`src/verilog/gpiox_pkg.sv`:
```
package gpiox_pkg;
    localparam int GPIOX_WIDTH = 8;
    localparam int GPIOX_ADDR_W = 4;
    // Word offsets (byte address = 4 x index)
    localparam logic [GPIOX_ADDR_W-1:0] GPIOX_OFS_DATA = 4'h0;
    localparam logic [GPIOX_ADDR_W-1:0] GPIOX_OFS_DIR = 4'h1;
    localparam logic [GPIOX_ADDR_W-1:0] GPIOX_OFS_OPT = 4'h2;
    localparam logic [GPIOX_ADDR_W-1:0] GPIOX_OFS_SENS = 4'h3;
    localparam logic [GPIOX_ADDR_W-1:0] GPIOX_OFS_PEND = 4'h4;
    localparam logic [GPIOX_ADDR_W-1:0] GPIOX_OFS_PIN = 4'h5;
    localparam logic [7:0] GPIOX_RST_DATA = 8'h00;
    localparam logic [7:0] GPIOX_RST_DIR = 8'h00;
    localparam logic [7:0] GPIOX_RST_OPT = 8'h00;
    // Sensitivity code per vector: 0 falling, 1 rising
    localparam logic [1:0] GPIOX_RST_SENS = 2'h0;
    localparam logic [31:0] GPIOX_UNMAPPED = 32'h0000_0000;
    typedef enum logic [1:0] {
        GPIOX_FLOAT_IN,
        GPIOX_PULLUP_INT_IN,
        GPIOX_OPEN_DRAIN_OUT,
        GPIOX_PUSH_PULL_OUT
    } gpiox_mode_e;
endpackage

```
`src/verilog/gpiox_edge_det.sv`:
```
`timescale 1ns/1ps
// One external interrupt vector: latch, edge detector, clears
module gpiox_edge_det (
    input wire logic i_mclk,
    input wire logic i_sys_rst,
    input wire logic i_level,
    input wire logic i_rising,
    input wire logic i_sens_change,
    input wire logic i_fetch,
    output logic o_pending
);
    logic prev;
    logic event_hit;

    assign event_hit = i_rising ? (i_level & ~prev) : (~i_level & prev);

    always_ff @(posedge i_mclk) begin
        if (i_sys_rst) begin
            prev <= 1'b1;
        end else begin
            prev <= i_level;
        end
    end

    always_ff @(posedge i_mclk) begin
        if (i_sys_rst) begin
            o_pending <= 1'b0;
        end else if (event_hit) begin
            o_pending <= 1'b1;
        end else if (i_sens_change || i_fetch) begin
            o_pending <= 1'b0;
        end
    end
endmodule // gpiox_edge_det

```
`src/verilog/gpiox_port.sv`:
```
// Operation
// - Up to eight pins, each individually input or output.
// - Bit x of data, direction and option registers controls pin x.
// - Direction 0 makes input; data read returns pin level.
// - Data writes in input mode update latch only, not the pin.
// - Input option bit selects floating or pull-up.
// - Option bit set on input enables interrupt; edge requests vector.
// - Edge polarity programmable per vector in sensitivity register.
// - Pins sharing a vector are ANDed; one low pin masks others.
// - Vector fetch clears that vector's request latch.
// - Changing a vector's sensitivity clears its pending request.
// - Disabled pin feeds one to detector; toggling option may spur.
// - Direction 1 makes output driven from latch; read returns latch.
// - Output option selects push-pull or open-drain; one floats in OD.
// - Peripheral output overrides pin settings; pin readable in data.
// - Input pin with alternate output reads alternate output state.
// - Output pin with alternate input feeds latch value to it.
// - Analog use needs floating input; mux routes selected pin.
// - Direction/option: 00 float, 01 pull-up int, 10 OD, 11 push-pull.
// - Interrupt reaches CPU only if configured and global mask clear.
//
// The register addresses and the Avalon-MM register port were decided locally.
`timescale 1ns/1ps
module gpiox_port
    import gpiox_pkg::*;
#(
    parameter int NUM_PINS = GPIOX_WIDTH,
    parameter int NUM_VEC = 2,
    parameter logic [7:0] VEC_OF_PIN_HI = 8'hF0
) (
    input wire logic i_mclk,
    input wire logic i_sys_rst,
    input wire logic [GPIOX_ADDR_W+1:0] i_avs_address,
    input wire logic i_avs_read,
    input wire logic i_avs_write,
    input wire logic [31:0] i_avs_writedata,
    input wire logic [3:0] i_avs_byteenable,
    output logic [31:0] o_avs_readdata,
    output logic o_avs_waitrequest,
    input wire logic [gpiox_pkg::GPIOX_WIDTH-1:0] i_pin,
    output logic [gpiox_pkg::GPIOX_WIDTH-1:0] o_pin,
    output logic [gpiox_pkg::GPIOX_WIDTH-1:0] o_pin_oe,
    output logic [gpiox_pkg::GPIOX_WIDTH-1:0] o_pull_up_en,
    input wire logic [gpiox_pkg::GPIOX_WIDTH-1:0] i_alt_out_en,
    input wire logic [gpiox_pkg::GPIOX_WIDTH-1:0] i_alt_out,
    output logic [gpiox_pkg::GPIOX_WIDTH-1:0] o_alt_in,
    input wire logic [2:0] i_analog_sel,
    output logic o_analog_level,
    input wire logic i_global_mask,
    input wire logic [1:0] i_vec_fetch,
    output logic [1:0] o_ext_irq
);
    import gpiox_pkg::*;

    if (NUM_PINS != GPIOX_WIDTH || NUM_VEC != 2) begin : g_bad_cfg
        $error("gpiox_port: unsupported pin or vector count");
    end

    ////////////////////////////////////////////////////////////////////////
    // Registers
    logic [7:0] pin_data_latch;
    logic [7:0] pin_direction;
    logic [7:0] pin_option;
    logic [1:0] edge_sensitivity_control;
    logic [7:0] pin_sync1;
    logic [7:0] pin_sync2;
    logic [1:0] pending;
    logic [1:0] sens_change;
    logic [7:0] pin_view;
    logic [7:0] det_in;
    logic [1:0] vec_level;
    logic [GPIOX_ADDR_W-1:0] word;
    logic in_range;
    logic wr_data, wr_dir, wr_opt, wr_sens;
    logic ack;

    assign word = i_avs_address[GPIOX_ADDR_W+1:2];
    assign in_range = (i_avs_address[1:0] == 2'h0);
    // Single-cycle answer: waitrequest drops in the cycle after the request
    assign o_avs_waitrequest = (i_avs_read | i_avs_write) & ~ack;
    // Misaligned writes are ignored like unmapped ones
    assign wr_data = i_avs_write & ack & in_range & i_avs_byteenable[0] && word == GPIOX_OFS_DATA;
    assign wr_dir = i_avs_write & ack & in_range & i_avs_byteenable[0] && word == GPIOX_OFS_DIR;
    assign wr_opt = i_avs_write & ack & in_range & i_avs_byteenable[0] && word == GPIOX_OFS_OPT;
    assign wr_sens = i_avs_write & ack & in_range & i_avs_byteenable[0] && word == GPIOX_OFS_SENS;

    always_ff @(posedge i_mclk) begin
        if (i_sys_rst) begin
            ack <= 1'b0;
        end else begin
            ack <= (i_avs_read | i_avs_write) & ~ack;
        end
    end

    always_ff @(posedge i_mclk) begin
        if (i_sys_rst) begin
            pin_data_latch <= GPIOX_RST_DATA;
            pin_direction <= GPIOX_RST_DIR;
            pin_option <= GPIOX_RST_OPT;
        end else begin
            if (wr_data) begin
                pin_data_latch <= i_avs_writedata[7:0];
            end
            if (wr_dir) begin
                pin_direction <= i_avs_writedata[7:0];
            end
            if (wr_opt) begin
                pin_option <= i_avs_writedata[7:0];
            end
        end
    end

    always_ff @(posedge i_mclk) begin
        if (i_sys_rst) begin
            edge_sensitivity_control <= GPIOX_RST_SENS;
            sens_change <= 2'h0;
        end else begin
            sens_change <= 2'h0;
            if (wr_sens) begin
                edge_sensitivity_control <= i_avs_writedata[1:0];
                sens_change <= i_avs_writedata[1:0] ^ edge_sensitivity_control;
            end
        end
    end

    ////////////////////////////////////////////////////////////////////////
    // Pin synchroniser
    always_ff @(posedge i_mclk) begin
        if (i_sys_rst) begin
            pin_sync1 <= 8'hFF;
            pin_sync2 <= 8'hFF;
        end else begin
            pin_sync1 <= i_pin;
            pin_sync2 <= pin_sync1;
        end
    end

    ////////////////////////////////////////////////////////////////////////
    // Per-pin drive, readback and interrupt input
    genvar g;
    generate
        for (g = 0; g < GPIOX_WIDTH; g++) begin : g_pin
            gpiox_mode_e mode;
            assign mode = gpiox_mode_e'({pin_direction[g], pin_option[g]});
            always_comb begin
                if (i_alt_out_en[g]) begin
                    o_pin[g] = i_alt_out[g];
                    o_pin_oe[g] = 1'b1;
                end else if (mode == GPIOX_PUSH_PULL_OUT) begin
                    o_pin[g] = pin_data_latch[g];
                    o_pin_oe[g] = 1'b1;
                end else if (mode == GPIOX_OPEN_DRAIN_OUT) begin
                    o_pin[g] = 1'b0;
                    o_pin_oe[g] = ~pin_data_latch[g];
                end else begin
                    o_pin[g] = 1'b0;
                    o_pin_oe[g] = 1'b0;
                end
            end
            assign o_pull_up_en[g] = (mode == GPIOX_PULLUP_INT_IN) & ~i_alt_out_en[g];
            always_comb begin
                if (i_alt_out_en[g]) begin
                    pin_view[g] = i_alt_out[g];
                end else if (pin_direction[g]) begin
                    pin_view[g] = pin_data_latch[g];
                end else begin
                    pin_view[g] = pin_sync2[g];
                end
            end
            assign o_alt_in[g] = pin_direction[g] ? pin_data_latch[g] : pin_sync2[g];
            assign det_in[g] = (mode == GPIOX_PULLUP_INT_IN) ? pin_sync2[g] : 1'b1;
        end
    endgenerate

    ////////////////////////////////////////////////////////////////////////
    // External interrupt vectors
    assign vec_level[0] = &(det_in | VEC_OF_PIN_HI);
    assign vec_level[1] = &(det_in | ~VEC_OF_PIN_HI);

    generate
        for (g = 0; g < 2; g++) begin : g_vec
            gpiox_edge_det u_det (
                .i_mclk(i_mclk),
                .i_sys_rst(i_sys_rst),
                .i_level(vec_level[g]),
                .i_rising(edge_sensitivity_control[g]),
                .i_sens_change(sens_change[g]),
                .i_fetch(i_vec_fetch[g]),
                .o_pending(pending[g])
            );
            assign o_ext_irq[g] = pending[g] & ~i_global_mask;
        end
    endgenerate

    // Analog mux: selected pin's level to converter rail
    assign o_analog_level = pin_sync2[i_analog_sel];

    ////////////////////////////////////////////////////////////////////////
    // Read data
    always_ff @(posedge i_mclk) begin
        if (i_sys_rst) begin
            o_avs_readdata <= GPIOX_UNMAPPED;
        end else if (i_avs_read & ~ack) begin
            if (!in_range) begin
                o_avs_readdata <= GPIOX_UNMAPPED;
            end else if (word == GPIOX_OFS_DATA) begin
                o_avs_readdata <= {24'h000000, pin_view};
            end else if (word == GPIOX_OFS_DIR) begin
                o_avs_readdata <= {24'h000000, pin_direction};
            end else if (word == GPIOX_OFS_OPT) begin
                o_avs_readdata <= {24'h000000, pin_option};
            end else if (word == GPIOX_OFS_SENS) begin
                o_avs_readdata <= {30'h0, edge_sensitivity_control};
            end else if (word == GPIOX_OFS_PEND) begin
                o_avs_readdata <= {30'h0, pending};
            end else if (word == GPIOX_OFS_PIN) begin
                o_avs_readdata <= {24'h000000, pin_sync2};
            end else begin
                o_avs_readdata <= GPIOX_UNMAPPED;
            end
        end
    end
endmodule // gpiox_port

```
`config.mk`:
```
export PLATFORM = sky130hd
export DESIGN_NAME = gpiox_port
export DESIGN_NICKNAME = d
export VERILOG_FILES = /design/src/verilog/gpiox_pkg.sv /design/src/verilog/gpiox_edge_det.sv /design/src/verilog/gpiox_port.sv
export SDC_FILE = /design/constraint.sdc
export NUM_CORES = 1
export LEC_CHECK = 0
export BUFFER_PORTS_ARGS = -buffer_cell sky130_fd_sc_hd__buf_2
export CAP_MARGIN = 20
export CELL_PAD_IN_SITES_DETAIL_PLACEMENT = 0
export CELL_PAD_IN_SITES_GLOBAL_PLACEMENT = 2
export CORE_ASPECT_RATIO = 0.7
export CORE_MARGIN = 8
export CORE_UTILIZATION = 28
export DETAILED_ROUTE_END_ITERATION = 8
export GPL_ROUTABILITY_DRIVEN = 0
export GPL_TIMING_DRIVEN = 0
export PLACE_DENSITY = 0.93
export SYNTH_ARGS = -nofsm -noshare
export SYNTH_HDL_FRONTEND = slang
export SYNTH_SLANG_ARGS = --single-unit
```
`constraint.sdc`:
```
create_clock -name i_mclk -period 3.6 [get_ports i_mclk]
set_clock_uncertainty 0.1 [all_clocks]
set_input_delay 0.18 -clock i_mclk [delete_from_list [all_inputs] [get_ports i_mclk]]
set_output_delay 0.18 -clock i_mclk [all_outputs]
set_load 0.1 [all_outputs]
```
# Word level (Yosys, flattened, before mapping)

Cells that the tools add are included.

$lt $le $gt $ge: 1
Eq/ne operators: 29
Multiplexer cells: 79
Bitwise gates (word level): 44
Reduce and logical (&&, ||, !) cells: 13

Operators by type and width:

| operator           | count |
|---|---|
| $mux 1             | 71 |
| $mux 8             | 7 |
| $eq 2x2->1 const B | 16 |
| $not 1->1          | 23 |
| $and 1x1->1        | 19 |
| $eq 2x1->1 const B | 8 |
| $eq 4x2->1 const B | 2 |
| $eq 4x3->1 const B | 2 |
| $reduce_and 4->1   | 2 |
| $eq 4x1->1 const B | 1 |
| $logic_and 1x1->1  | 4 |
| $logic_not 4->1    | 1 |
| $lt 3x4->1 const B | 1 |
| $reduce_bool 2->1  | 2 |
| $bmux 1 s3         | 1 |
| $logic_not 2->1    | 1 |
| $logic_or 1x1->1   | 2 |
| $reduce_or 2->1    | 1 |
| $xor 2x2->2        | 1 |
| $or 1x1->1         | 1 |

Register bits after elaboration: 81
Input port bits: 76
Logic and storage cells: 179

# Logic depth before layout (Yosys ltp)

Gate-level depths: netlist of the first run.

Depth in word-level cells: 8
Mapped depth: 6
Gate-level depth less buffers: 4

# By module

A second synthesis of the first run with hierarchy kept.

Cells, all modules: 324
Area total of the unflattened synthesis: 3094.2 um^2

Modules (own cells, without submodules):

| module         | times used | cells an instance | area an instance (um^2) | seq. area each (um^2) |
|---|---|---|---|---|
| gpiox_port     | 1          | 310               | 2939.1                  | 1061.0 |
| gpiox_edge_det | 2          | 7                 | 77.6                    | 40.0 |

# Least setup slack after synthesis of the first run

No wires, ideal clock.

Kind: register -> output
From: register pin_direction[7]
To: output o_pin[7] (netlist name)
Arrival: 2.594 ns
Required time: 3.320 ns
Path slack: 0.726 ns
Cell stages (with the launch flop): 3
Path through: dfxtp_1 -> nand3_1 -> o21ai_0

Cells in the longest elaborated chain, start to end: 3

Ends and longest elaborated chain:

| item                     | line              | text |
|---|---|---|
| start: declaration       | gpiox_port.sv:62  | `logic [7:0] pin_direction;` |
| start signal: assignment | gpiox_port.sv:105 | `pin_direction <= i_avs_writedata[7:0];` |
| $eq 2x2->1               | gpiox_port.sv:149 | `end else if (mode == GPIOX_PUSH_PULL_OUT) begin` |
| $mux 1                   | gpiox_port.sv:149 |  |
| $mux 1                   | gpiox_port.sv:146 | `if (i_alt_out_en[g]) begin` |
| end: declaration         | gpiox_port.sv:41  | `output logic [gpiox_pkg::GPIOX_WIDTH-1:0] o_pin,` |

Every way passes these cells.

# Worst setup path after layout of the first run

From: register pin_sync2[7]
To: output o_analog_level

Cells in the longest elaborated chain, start to end: 2

Ends and longest elaborated chain:

| item                         | line              | text |
|---|---|---|
| start: declaration           | gpiox_port.sv:66  | `logic [7:0] pin_sync2;` |
| start signal: assignment     | gpiox_port.sv:134 | `pin_sync2 <= pin_sync1;` |
| $bmux 1 s3                   | gpiox_port.sv:196 | `assign o_analog_level = pin_sync2[i_analog_sel];` |
| $mux 1 (implied by the code) | gpiox_port.sv:196 |  |
| end: declaration             | gpiox_port.sv:48  | `output logic o_analog_level,` |

Every way passes these cells. The select of a mux whose other input is x is not followed.

==> results of run 1 <==
-- cell usage in the layout, fill, tap and decap left out, types with 10 or more instances in the layout --
cell,synthesis,final
dfxtp_1,57,57
nor3b_1,19,19
nor2_1,36,36
mux2_2,11,11
or2_2,18,18
mux2i_1,34,34
nand2_1,13,13
nand2b_1,10,10
buf_4,24,24
buf_2,4,94
conb_1,1,24
-- stage by stage --
step	hold WS, ns	setup slack (ns)	std cells
after detailed placement	0.2654	1.426	577
final	0.02693	1.543	601
after global placement	0.2645	1.478	577
after floorplan	0.1838	0.7263	351
after global routing	0.02994	1.470	601
after CTS	0.01331	1.523	601
-- report_power, final --
group	switching [W]	leakage [nW]	total [W]	internal [W]
Sequential	0.00000840	0.463	0.000650	0.000641
Combinational	0.000304	1.32	0.000393	0.0000896
Clock	0.000311	0.157	0.000923	0.000612
-- cell type report --
type | count | share of cell area
Multi-Input combinational cell | 255 | 0.4213
Buffer | 37 | 0.05616
Sequential cell | 57 | 0.2739
Tap cell | 136 | 0.04084
Clock buffer | 9 | 0.05405
Timing Repair Buffer | 98 | 0.1273
Inverter | 2 | 0.001802
Clock inverter | 7 | 0.02462
-- what timing repair did --
item | CTS | global route
hold buffers | 8 | 0
buffers inserted | 0 | 0
hold endpoints to repair | 8 | 0
-- per-layer routing --
| metal | part of all wire | wire (um) |
|---|---|---|
| met1 | 0.45 | 4367 |
| met2 | 0.45 | 4287 |
| met3 | 0.087 | 839 |
| met4 | 0.0096 | 92 |
| met5 | 0.0024 | 23 |
-- worst register-to-register path: stages (launching register included) --
cell and delay [ns]:
dfxtp_1 0.40, nor4bb_1 0.52, nand3_2 0.44, mux2i_1 0.28, nor2_1 0.05
-- how the worst max path moves through the flow --
stage          slack, ns                             end                     startpoint  depth (start not counted)
2_1_floorplan       0.73                        o_pin[7]  pin_direction[7]$_SDFFE_PP0P_                          2
3_3_place_gp        1.48   pin_direction[0]$_SDFFE_PP0P_               i_avs_address[5]                          6
3_5_place_dp        1.43   pin_direction[1]$_SDFFE_PP0P_               i_avs_address[5]                          6
4_1_cts             1.52                  o_analog_level        pin_sync2[7]$_SDFF_PP1_                          3
5_1_grt             1.47  pin_data_latch[5]$_SDFFE_PP0P_                 ack$_SDFF_PP0_                          4
6_report            1.54                  o_analog_level        pin_sync2[7]$_SDFF_PP1_                          3
-- logic make-up after synthesis --
logic type	after synthesis
AOI/OAI and AO/OA	50
and+or+nand+nor	132
other	1
buffers and inverters	39
muxes	47
DFF	57
xor gates and xnor gates	2
-- sequential cells by signal (all words and copies together), names as in the netlist --
| signal | flops |
|---|---|
| pin_direction | 8 |
| g_vec.u_det.prev | 2 |
| pin_sync2 | 8 |
| pin_option | 8 |
| edge_sensitivity_control | 2 |
| pin_sync1 | 8 |
| pin_data_latch | 8 |
| o_avs_readdata | 8 |
| ack | 1 |
| g_vec.u_det.o_pending | 2 |
| sens_change | 2 |
==> qor.yml, run 1 <==
synth.most_common_cell: "dfxtp_1"
placedInstanceArea_um2: 3759
yosys.area_share.xor_xnor: 0.005740
diodes: 0
finalCritPeriodShare: 0.5713
synth_area_um2: 3052
htreeDepth: 3
avgSynthCellArea_um2: 9.304
synth_edf_count: 0
setup_viol: 0
initial_core_util: 0.2823
gr-total-overflow: 0
cts.sinks: 57
critPathTopFamily: "multiplexers"
async_reset_ff_frac: 0
p_leak_nw: 1.940
met2_usage: 0.2075
cp.arrival_ns: 1.78
port_buffers: 90
rrSetupSlack_ns: 1.67
die_y_um: 103.3
cts_inserted_buffers: 9
crit_fanout: 4
seq_area_um2: 1141
yosysTopAreaCell: "dfxtp_1"
cp-start-kind: "flip-flop"
worstReg2RegEnd: "pin_data_latch[4]$_SDFFE_PP0P_"
peakVddDrop_v: 0.0002048
layout-drive-gt1-share: 0.3763
cts_root_buf: "clkbuf_16"
grt_max_degree: 13
slowest_stage: "mux4_2"
syn2layout_area_growth_pct: 36.53
ant_nets: 0
drtIter0Drc: 157
clockBufferDepth: 2
grt_use_met3: 0.05731
die-area_um2: 14550
power_density_nw_per_um2: 472.0
min_period_ns: 2.057
die_w_um: 140.8
synth_compound_area_frac: 0.1255
grt_pass1_vias: 2739
maxClockFrequency_mhz: 486.2
ys_ff_latch: 57
cpPeakStageDelay_ns: 0.51
cts_tree: "built"
seq_area_frac_synth: 0.3739
grt_antenna_before_repair: 2
power.total_w: 0.001966
worst_slew_pin_slew_ns: 0.7281
slew_headroom: 0.5135
crit_chain: "mux4_2 > mux2_2 > buf_2"
hold_depth: 4
status: "completed"
multi_input_area_um2: 1755
clk_latency_ns: 0.33
use_met1: 0.1645
min-delay-start: "i_vec_fetch[1]"
rsz0062_at_grt: "no"
nets: 536
r2r-start: "ack$_SDFF_PP0_"
synth_top_family_by_area: "simple AND/OR/NAND/NOR gates"
hp-class: "in -> reg"
crit_type: "reg -> out"
post-route-util: 0.3854
hold-path-endpoint: "g_vec[1].u_det.o_pending$_SDFFE_PP0P_"
rr_worst_depth: 4
first_pass_iters: 4
post_cts_resized: 0
maxCapViolCount: 0
synthAdderAreaFrac: 0
hpwl_um: 7482
yosys.area.top_type_share: 0.3739
synthMuxAreaShare: 0.1669
yosys-top-cells-area: "dfxtp_1 37%, mux2i_1 11%, buf_4 5.9%"
grt_usage: 0.1326
clk_pin_slew_ns: 0.06
ys_types: 45
fin_tns_setup_ns: 0
num-fill-cells: 1105
hold_viol_final: 0
yosys-top-cells-count: "57 x dfxtp_1, 36 x nor2_1, 34 x mux2i_1"
via_count: 2781
critPathRequiredTime_ns: 3.32
netlist_instances: 328
ios: 144
top_usage_layer: "met2"
synth_ff_type: "dfxtp_1"
drt_wl_total_um: 9611
wl_per_cell_um: 15.99
core_um2: 10810
yosys.area_share.simple: 0.2476
row_count: 32
viasPerCell: 4.627
crit_path_end_kind: "output pin"
drc: 0
slew_viol_final: 0
fin_area_um2: 4167
ys_warn_count: 0
path_buf_inv: 1
grt_pass1_wl_um: 14790
Note: power is estimated with default switching activity, not from simulation.
==> run 2: changes to the inputs <==
Settings changed: ABC_AREA from default to 1, CORE_UTILIZATION 28 to 21, PLACE_DENSITY 0.93 to 0.83.
Clock period 3.6 ns to 1.65 ns, I/O delays scaled along.
==> run 2 against run 1 <==
Compared with the run above:
- the run now ends with setup timing left
- sequential power up 120%
- total power up 130%
- global-route usage down 1.1 points
- critical path depth up 2
- critical path type unchanged
==> qor.yml, run 2 <==
status: "complete, but fails checks"
violations: "setup timing"
syn2layout_area_growth_pct: 50.75
wl_per_cell_um: 14.49  # -9.4%
seq_area_frac_synth: 0.3688  # -0.005141
synth.most_common_cell: "nand2_1"
die-area_um2: 18940  # +30%
hold_viol_final: 0  # unchanged
setup_viol: 1  # +1
yosysTopAreaCell: "dfxtp_1"
cp-start-kind: "flip-flop"
grt_pass1_wl_um: 18170  # +23%
maxCapViolCount: 0  # unchanged
ys_types: 32  # -29%
drtIter0Drc: 202  # +29%
drt_wl_total_um: 11520  # +20%
place_inst: 759  # +32%
clk_latency_ns: 0.33  # about the same
placedInstanceArea_um2: 4024  # +7.1%
pwr-share-comb: 0.219  # +0.019
ios: 144  # unchanged
synth_edf_count: 0  # unchanged
power_density_nw_per_um2: 952.6  # +100%
yosys-top-cells-area: "dfxtp_1 37%, nand2_1 8.4%, a21oi_1 7.6%"
avgSynthCellArea_um2: 6.861  # -26%
yosys.area_share.simple: 0.2976  # +0.04997
seq_area_um2: 1146  # +0.44%
fin_area_um2: 4664  # +12%
crit_fanout: 2  # -2
via_count: 3305  # +19%
synth_ff_type: "dfxtp_1"
p_leak_nw: 2.135  # +10%
port_buffers: 90  # unchanged
clock_power_share: 0.462  # -0.008
cts_root_buf: "clkbuf_16"
netlist_instances: 451  # +38%
synth_compound_area_frac: 0.1743  # +0.04882
synth_area_um2: 3094  # +1.4%
rsz0062_at_grt: "yes"
synthAdderAreaFrac: 0  # unchanged
clockBufferDepth: 2  # unchanged
maxClockFrequency_mhz: 598.0
synthMuxAreaShare: 0.003235  # -0.1636
cts_tree: "built"
crit_path_end_kind: "output pin"
ys_warn_count: 0  # unchanged
die_w_um: 161.1  # +14%
nets: 671  # +25%
die_y_um: 117.6  # +14%
multi_input_area_um2: 1748  # -0.43%
finalCritPeriodShare: 1.014
grt_antenna_before_repair: 0  # -2
critPathRequiredTime_ns: 1.47  # -1.85 ns
grt_usage: 0.1217  # -0.01095
core_um2: 14540  # +34%
drc: 0  # unchanged
hp-class: "in -> reg"
clk_pin_slew_ns: 0.05  # about the same
row_count: 37  # +16%
p_int_w: 0.003038  # +130%
num-fill-cells: 1598  # +45%
yosys.area.top_type_share: 0.3688  # -0.005141
yosys-top-cells-count: "69 x nand2_1, 57 x dfxtp_1, 54 x nor2_1"
yosys.area_share.xor_xnor: 0.005661  # -0.00007892
first_pass_iters: 5  # +1
slew_headroom: 0.6058  # +0.09223
power.share.switching: 0.3164  # -0.0007607
ant_nets: 0  # unchanged
diodes: 0  # unchanged
layout_common_cells: "69 x nand2_1, 67 x buf_2, 53 x dfxtp_1"
cts_inserted_buffers: 9  # unchanged
layout.cells.most_common: "nand2_1"
htreeDepth: 3  # unchanged
crit_type: "reg -> out"
layout-drive-gt1-share: 0.3533  # -0.02301
slew_viol_final: 0  # unchanged
initial_core_util: 0.2129  # -0.06943
peakVddDrop_v: 0.0005557  # +170%
viasPerCell: 4.157  # -10%
min_period_ns: 1.672
ys_ff_latch: 57  # unchanged
synth_top_family_by_area: "simple AND/OR/NAND/NOR gates"
gr-total-overflow: 0  # unchanged
pwr-share-seq: 0.319  # -0.011
grt_pass1_vias: 3351  # +22%
cts.sinks: 57  # unchanged
power.switching_w: 0.001406  # +130%
fin_ws_ns: -0.02232  # -1.566 ns
fin_tns_setup_ns: -0.02232  # -0.02232 ns
hpwl_um: 9372  # +25%
worst_slew_pin_slew_ns: 0.5907  # -0.1374 ns
cp.arrival_ns: 1.49  # -0.29 ns
async_reset_ff_frac: 0  # unchanged
instances_no_fill: 795  # +32%
grt_max_degree: 11  # -2
-- run 2: cell count changes after synthesis, sizes merged, moves of 7 or more --
cell / delta
nand2: +59
inv: +52
a21oi: +46
o21ai: +41
mux2i: -33
nor2: +26
nand3: +19
nor3b: -19
mux2: -11
nand2b: -10
a21o: -9
nor2b: -7
-- run 2: logic make-up (layout without fill, tap and decap cells) --
| logic type | Yosys count | in the layout |
|---|---|---|
| muxes | 1 | 1 |
| other | 1 | 24 |
| buffers and inverters | 89 | 215 |
| DFF | 57 | 57 |
| AOI/OAI and AO/OA | 103 | 103 |
| xor gates and xnor gates | 2 | 2 |
| and+or+nand+nor | 198 | 198 |
-- run 2: power groups by stage --
stage          sequential (W)  combinational [W]  clock, W
2_1_floorplan         0.00145           0.000716         0
3_3_place_gp          0.00145           0.000902         0
3_5_place_dp          0.00145           0.000907         0
4_1_cts               0.00142           0.000965   0.00210
5_1_grt               0.00142            0.00102   0.00216
6_report              0.00142           0.000973   0.00205
-- run 2: what timing repair did --
action / in CTS / in global routing
pin swaps: 0 / 2
resized for setup: 25 / 19
hold buffers: 18 / 0
hold endpoints to repair: 30 / 0
endpoints found under the setup margin: 20 / 20
buffers inserted: 0 / 2
-- run 2: final cells by class --
type                    instances  share of cell area
flip-flops and latches         57              0.2457
repair buffers                110              0.1575
clock buffers                  11             0.05418
clock inverters                 5             0.01663
well taps                     195             0.05231
inverters                      54             0.04345
plain buffers                  35             0.05553
multi-input cells             328              0.3747
-- run 2: metal layers --
| metal | up-vias | global-route usage | wire [um] |
|---|---|---|---|
| met3 | 7 | 0.04298 | 852 |
| met1 | 1478 | 0.1670 | 5956 |
| met5 | - | 0 | 0 |
| met4 | 0 | 0.02768 | 83 |
| li1 | 1700 | - | - |
| met2 | 120 | 0.1780 | 4627 |
-- run 2: worst max-delay path, stage by stage, from the launching register on --
cell and delay [ns]:
dfxtp_2 0.36, inv_1 0.07, a21oi_1 0.11, o21ai_1 0.11, a32oi_4 0.29, buf_12 0.21
-- run 2: worst paths after layout --
check	cells past startpoint	to	slack, ns	start
max	5	o_analog_level	-0.02	pin_sync2[5]$_SDFF_PP1_
min	5	g_vec[1].u_det.o_pending$_SDFFE_PP0P_	0.03	i_vec_fetch[1]
max reg2reg	6	pin_option[5]$_SDFFE_PP0P_	0.11	ack$_SDFF_PP0_
min reg2reg	1	pin_sync2[1]$_SDFF_PP1_	0.31	pin_sync1[1]$_SDFF_PP1_
-- run 2: through the flow --
stage | hold slack (ns) | util | power (W) | setup WS (ns)
6_report | 0.02785 | 0.3209 | 0.004443 | -0.02232
5_1_grt | 0.06693 | 0.3209 | 0.004604 | -0.1032
4_1_cts | 0.03689 | 0.3173 | 0.004483 | -0.07753
3_5_place_dp | 0.1674 | 0.2768 | 0.002353 | -0.03644
3_3_place_gp | 0.1670 | 0.2768 | 0.002348 | -0.02264
2_1_floorplan | 0.08631 | - | 0.002170 | -0.1782
==> run 3: changes to the inputs <==
Settings changed: PLACE_DENSITY 0.83 to 0.74.
==> run 3 against run 2 <==
Compared with the run above:
- the flow still finishes with violations (setup timing)
- sequential power about the same
- wire length increased by 1.4%
- count of clock-buffer cells in the layout grew 1
==> qor.yml, run 3 (synthesis results as in run 2) <==
crit_path_end_kind: "output pin"
wl_per_cell_um: 14.72  # +1.6%
min_period_ns: 1.657  # -0.01532 ns
grt_usage: 0.1228  # +0.001094
layout_common_cells: "69 x nand2_1, 69 x buf_2, 50 x inv_1, 50 x dfxtp_1, 41 x a21oi_1"
port_buffers: 90  # unchanged
multi_input_area_um2: 1750  # +0.14%
row_count: 37  # unchanged
via_count: 3273  # -0.97%
p_leak_nw: 2.114  # -0.99%
crit_chain: "o21ai_1 > a32oi_4 > buf_12"
seq_area_um2: 1150  # +0.33%
cts.sinks: 57  # unchanged
drt_wl_total_um: 11690  # +1.4%
use_met1: 0.1739  # +0.006820
initial_core_util: 0.2129  # unchanged
worst_slew_pin_slew_ns: 0.5882  # -0.002539 ns
hold-path-endpoint: "g_vec[1].u_det.o_pending$_SDFFE_PP0P_"
grt_use_met3: 0.03843  # -0.004542
cp-start-kind: "flip-flop"
crit_fanout: 4  # +2
diodes: 0  # unchanged
top_usage_layer: "met2"
die-area_um2: 18940  # unchanged
critPathRequiredTime_ns: 1.47  # about the same
slew_viol_final: 0  # unchanged
hold_slack_ns: 0.03392  # +0.006071 ns
rsz0062_at_grt: "yes"
grt_max_degree: 11  # unchanged
hp-class: "in -> reg"
post-route-util: 0.3176  # -0.003270
rrSetupSlack_ns: 0.11  # about the same
drc: 0  # unchanged
setup_viol: 1  # unchanged
power_density_nw_per_um2: 895.5  # -6.0%
grt_antenna_before_repair: 0  # unchanged
drtIter0Drc: 173  # -14%
violations: "setup timing"
cpPeakStageDelay_ns: 0.48  # +0.12 ns
grt_pass1_wl_um: 18220  # +0.30%
gr-total-overflow: 0  # unchanged
maxCapViolCount: 0  # unchanged
viasPerCell: 4.122  # -0.84%
layout-drive-gt1-share: 0.3589  # +0.005598
slew_headroom: 0.6079  # +0.002116
hold_viol_final: 0  # unchanged
maxClockFrequency_mhz: 603.5  # +0.92%
syn2layout_area_growth_pct: 49.21
hold_depth: 5  # unchanged
peakVddDrop_v: 0.0004668  # -16%
crit_type: "reg -> out"
status: "complete, but fails checks"
min-delay-start: "i_vec_fetch[1]"
num-fill-cells: 1604  # +0.38%
die_w_um: 161.1  # unchanged
met2_usage: 0.1759  # -0.002094
die_y_um: 117.6  # unchanged
slowest_stage: "dfxtp_1"
hpwl_um: 9277  # -1.0%
nets: 671  # unchanged
fin_ws_ns: -0.007009  # +0.01532 ns
clockBufferDepth: 2  # unchanged
finalCritPeriodShare: 1.004  # -0.009282
htreeDepth: 3  # unchanged
grt_pass1_vias: 3218  # -4.0%
cts_inserted_buffers: 9  # unchanged
cts_tree: "built"
first_pass_iters: 4  # -1
ios: 144  # unchanged
clk_pin_slew_ns: 0.05  # about the same
core_um2: 14540  # unchanged
worstReg2RegEnd: "pin_option[5]$_SDFFE_PP0P_"
cp.arrival_ns: 1.47  # -0.02 ns
r2r-start: "ack$_SDFF_PP0_"
cts_root_buf: "clkbuf_16"
rr_worst_depth: 6  # unchanged
ant_nets: 0  # unchanged
clk_latency_ns: 0.33  # about the same
[run 3: worst max path at each step]
stage                                  start                              to  slack [ns]  cells after the start
2_1_floorplan  pin_direction[6]$_SDFFE_PP0P_  o_avs_readdata[6]$_SDFFE_PP0P_       -0.18                      5
3_3_place_gp                  ack$_SDFF_PP0_  pin_data_latch[6]$_SDFFE_PP0P_       -0.08                      6
3_5_place_dp                  ack$_SDFF_PP0_  pin_data_latch[6]$_SDFFE_PP0P_       -0.12                      6
4_1_cts              pin_sync2[5]$_SDFF_PP1_                  o_analog_level       -0.09                      5
5_1_grt              pin_sync2[5]$_SDFF_PP1_                  o_analog_level       -0.07                      5
6_report             pin_sync2[4]$_SDFF_PP1_                  o_analog_level      -0.007                      3
[run 3: layout make-up]
class	count	area share
Buffer	35	0.05610
Clock buffer	12	0.05772
Clock inverter	3	0.003252
Inverter	54	0.04390
Multi-Input combinational cell	328	0.3791
Sequential cell	57	0.2491
Tap cell	195	0.05285
Timing Repair Buffer	110	0.1580
[run 3: metrics by stage]
step | cell area, um^2 | TNS (ns) | setup WS, ns | std cells | power, W
final | 4617 | -0.007009 | -0.007009 | 794 | 0.004134
after global routing | 4617 | -0.08023 | -0.07254 | 794 | 0.004291
after CTS | 4566 | -0.08631 | -0.08631 | 794 | 0.004156
after detailed placement | 4024 | -0.5789 | -0.1193 | 759 | 0.002351
after global placement | 4024 | -0.2578 | -0.07723 | 759 | 0.002348
after floorplan | 3329 | -0.3557 | -0.1782 | 474 | 0.002170
[run 3: power by group]
part           switching (W)  total (W)  internal (W)
combinational       0.000733   0.000971      0.000238
clock               0.000624    0.00174       0.00112
sequential         0.0000167    0.00142       0.00140
[run 3: routing by layer]
metal	wire length [um]	up-vias
li1	-	1693
met1	5893	1463
met2	4815	103
met3	863	14
met4	114	0
met5	0	-
[run 3: worst max-delay path: cells and delay by family, from the launching register on]
family	cells	cell delay, ns
flip-flops	1	0.48
AO/OA/AOI/OAI	2	0.46
buffers and inverters	1	0.21
[run 3: repair_timing]
item,4_1_cts,5_1_grt
hold buffers,18,0
hold endpoints to repair,30,0
buffers inserted,2,0
pin swaps,2,1
resized for setup,22,23
setup endpoints to repair,22,28
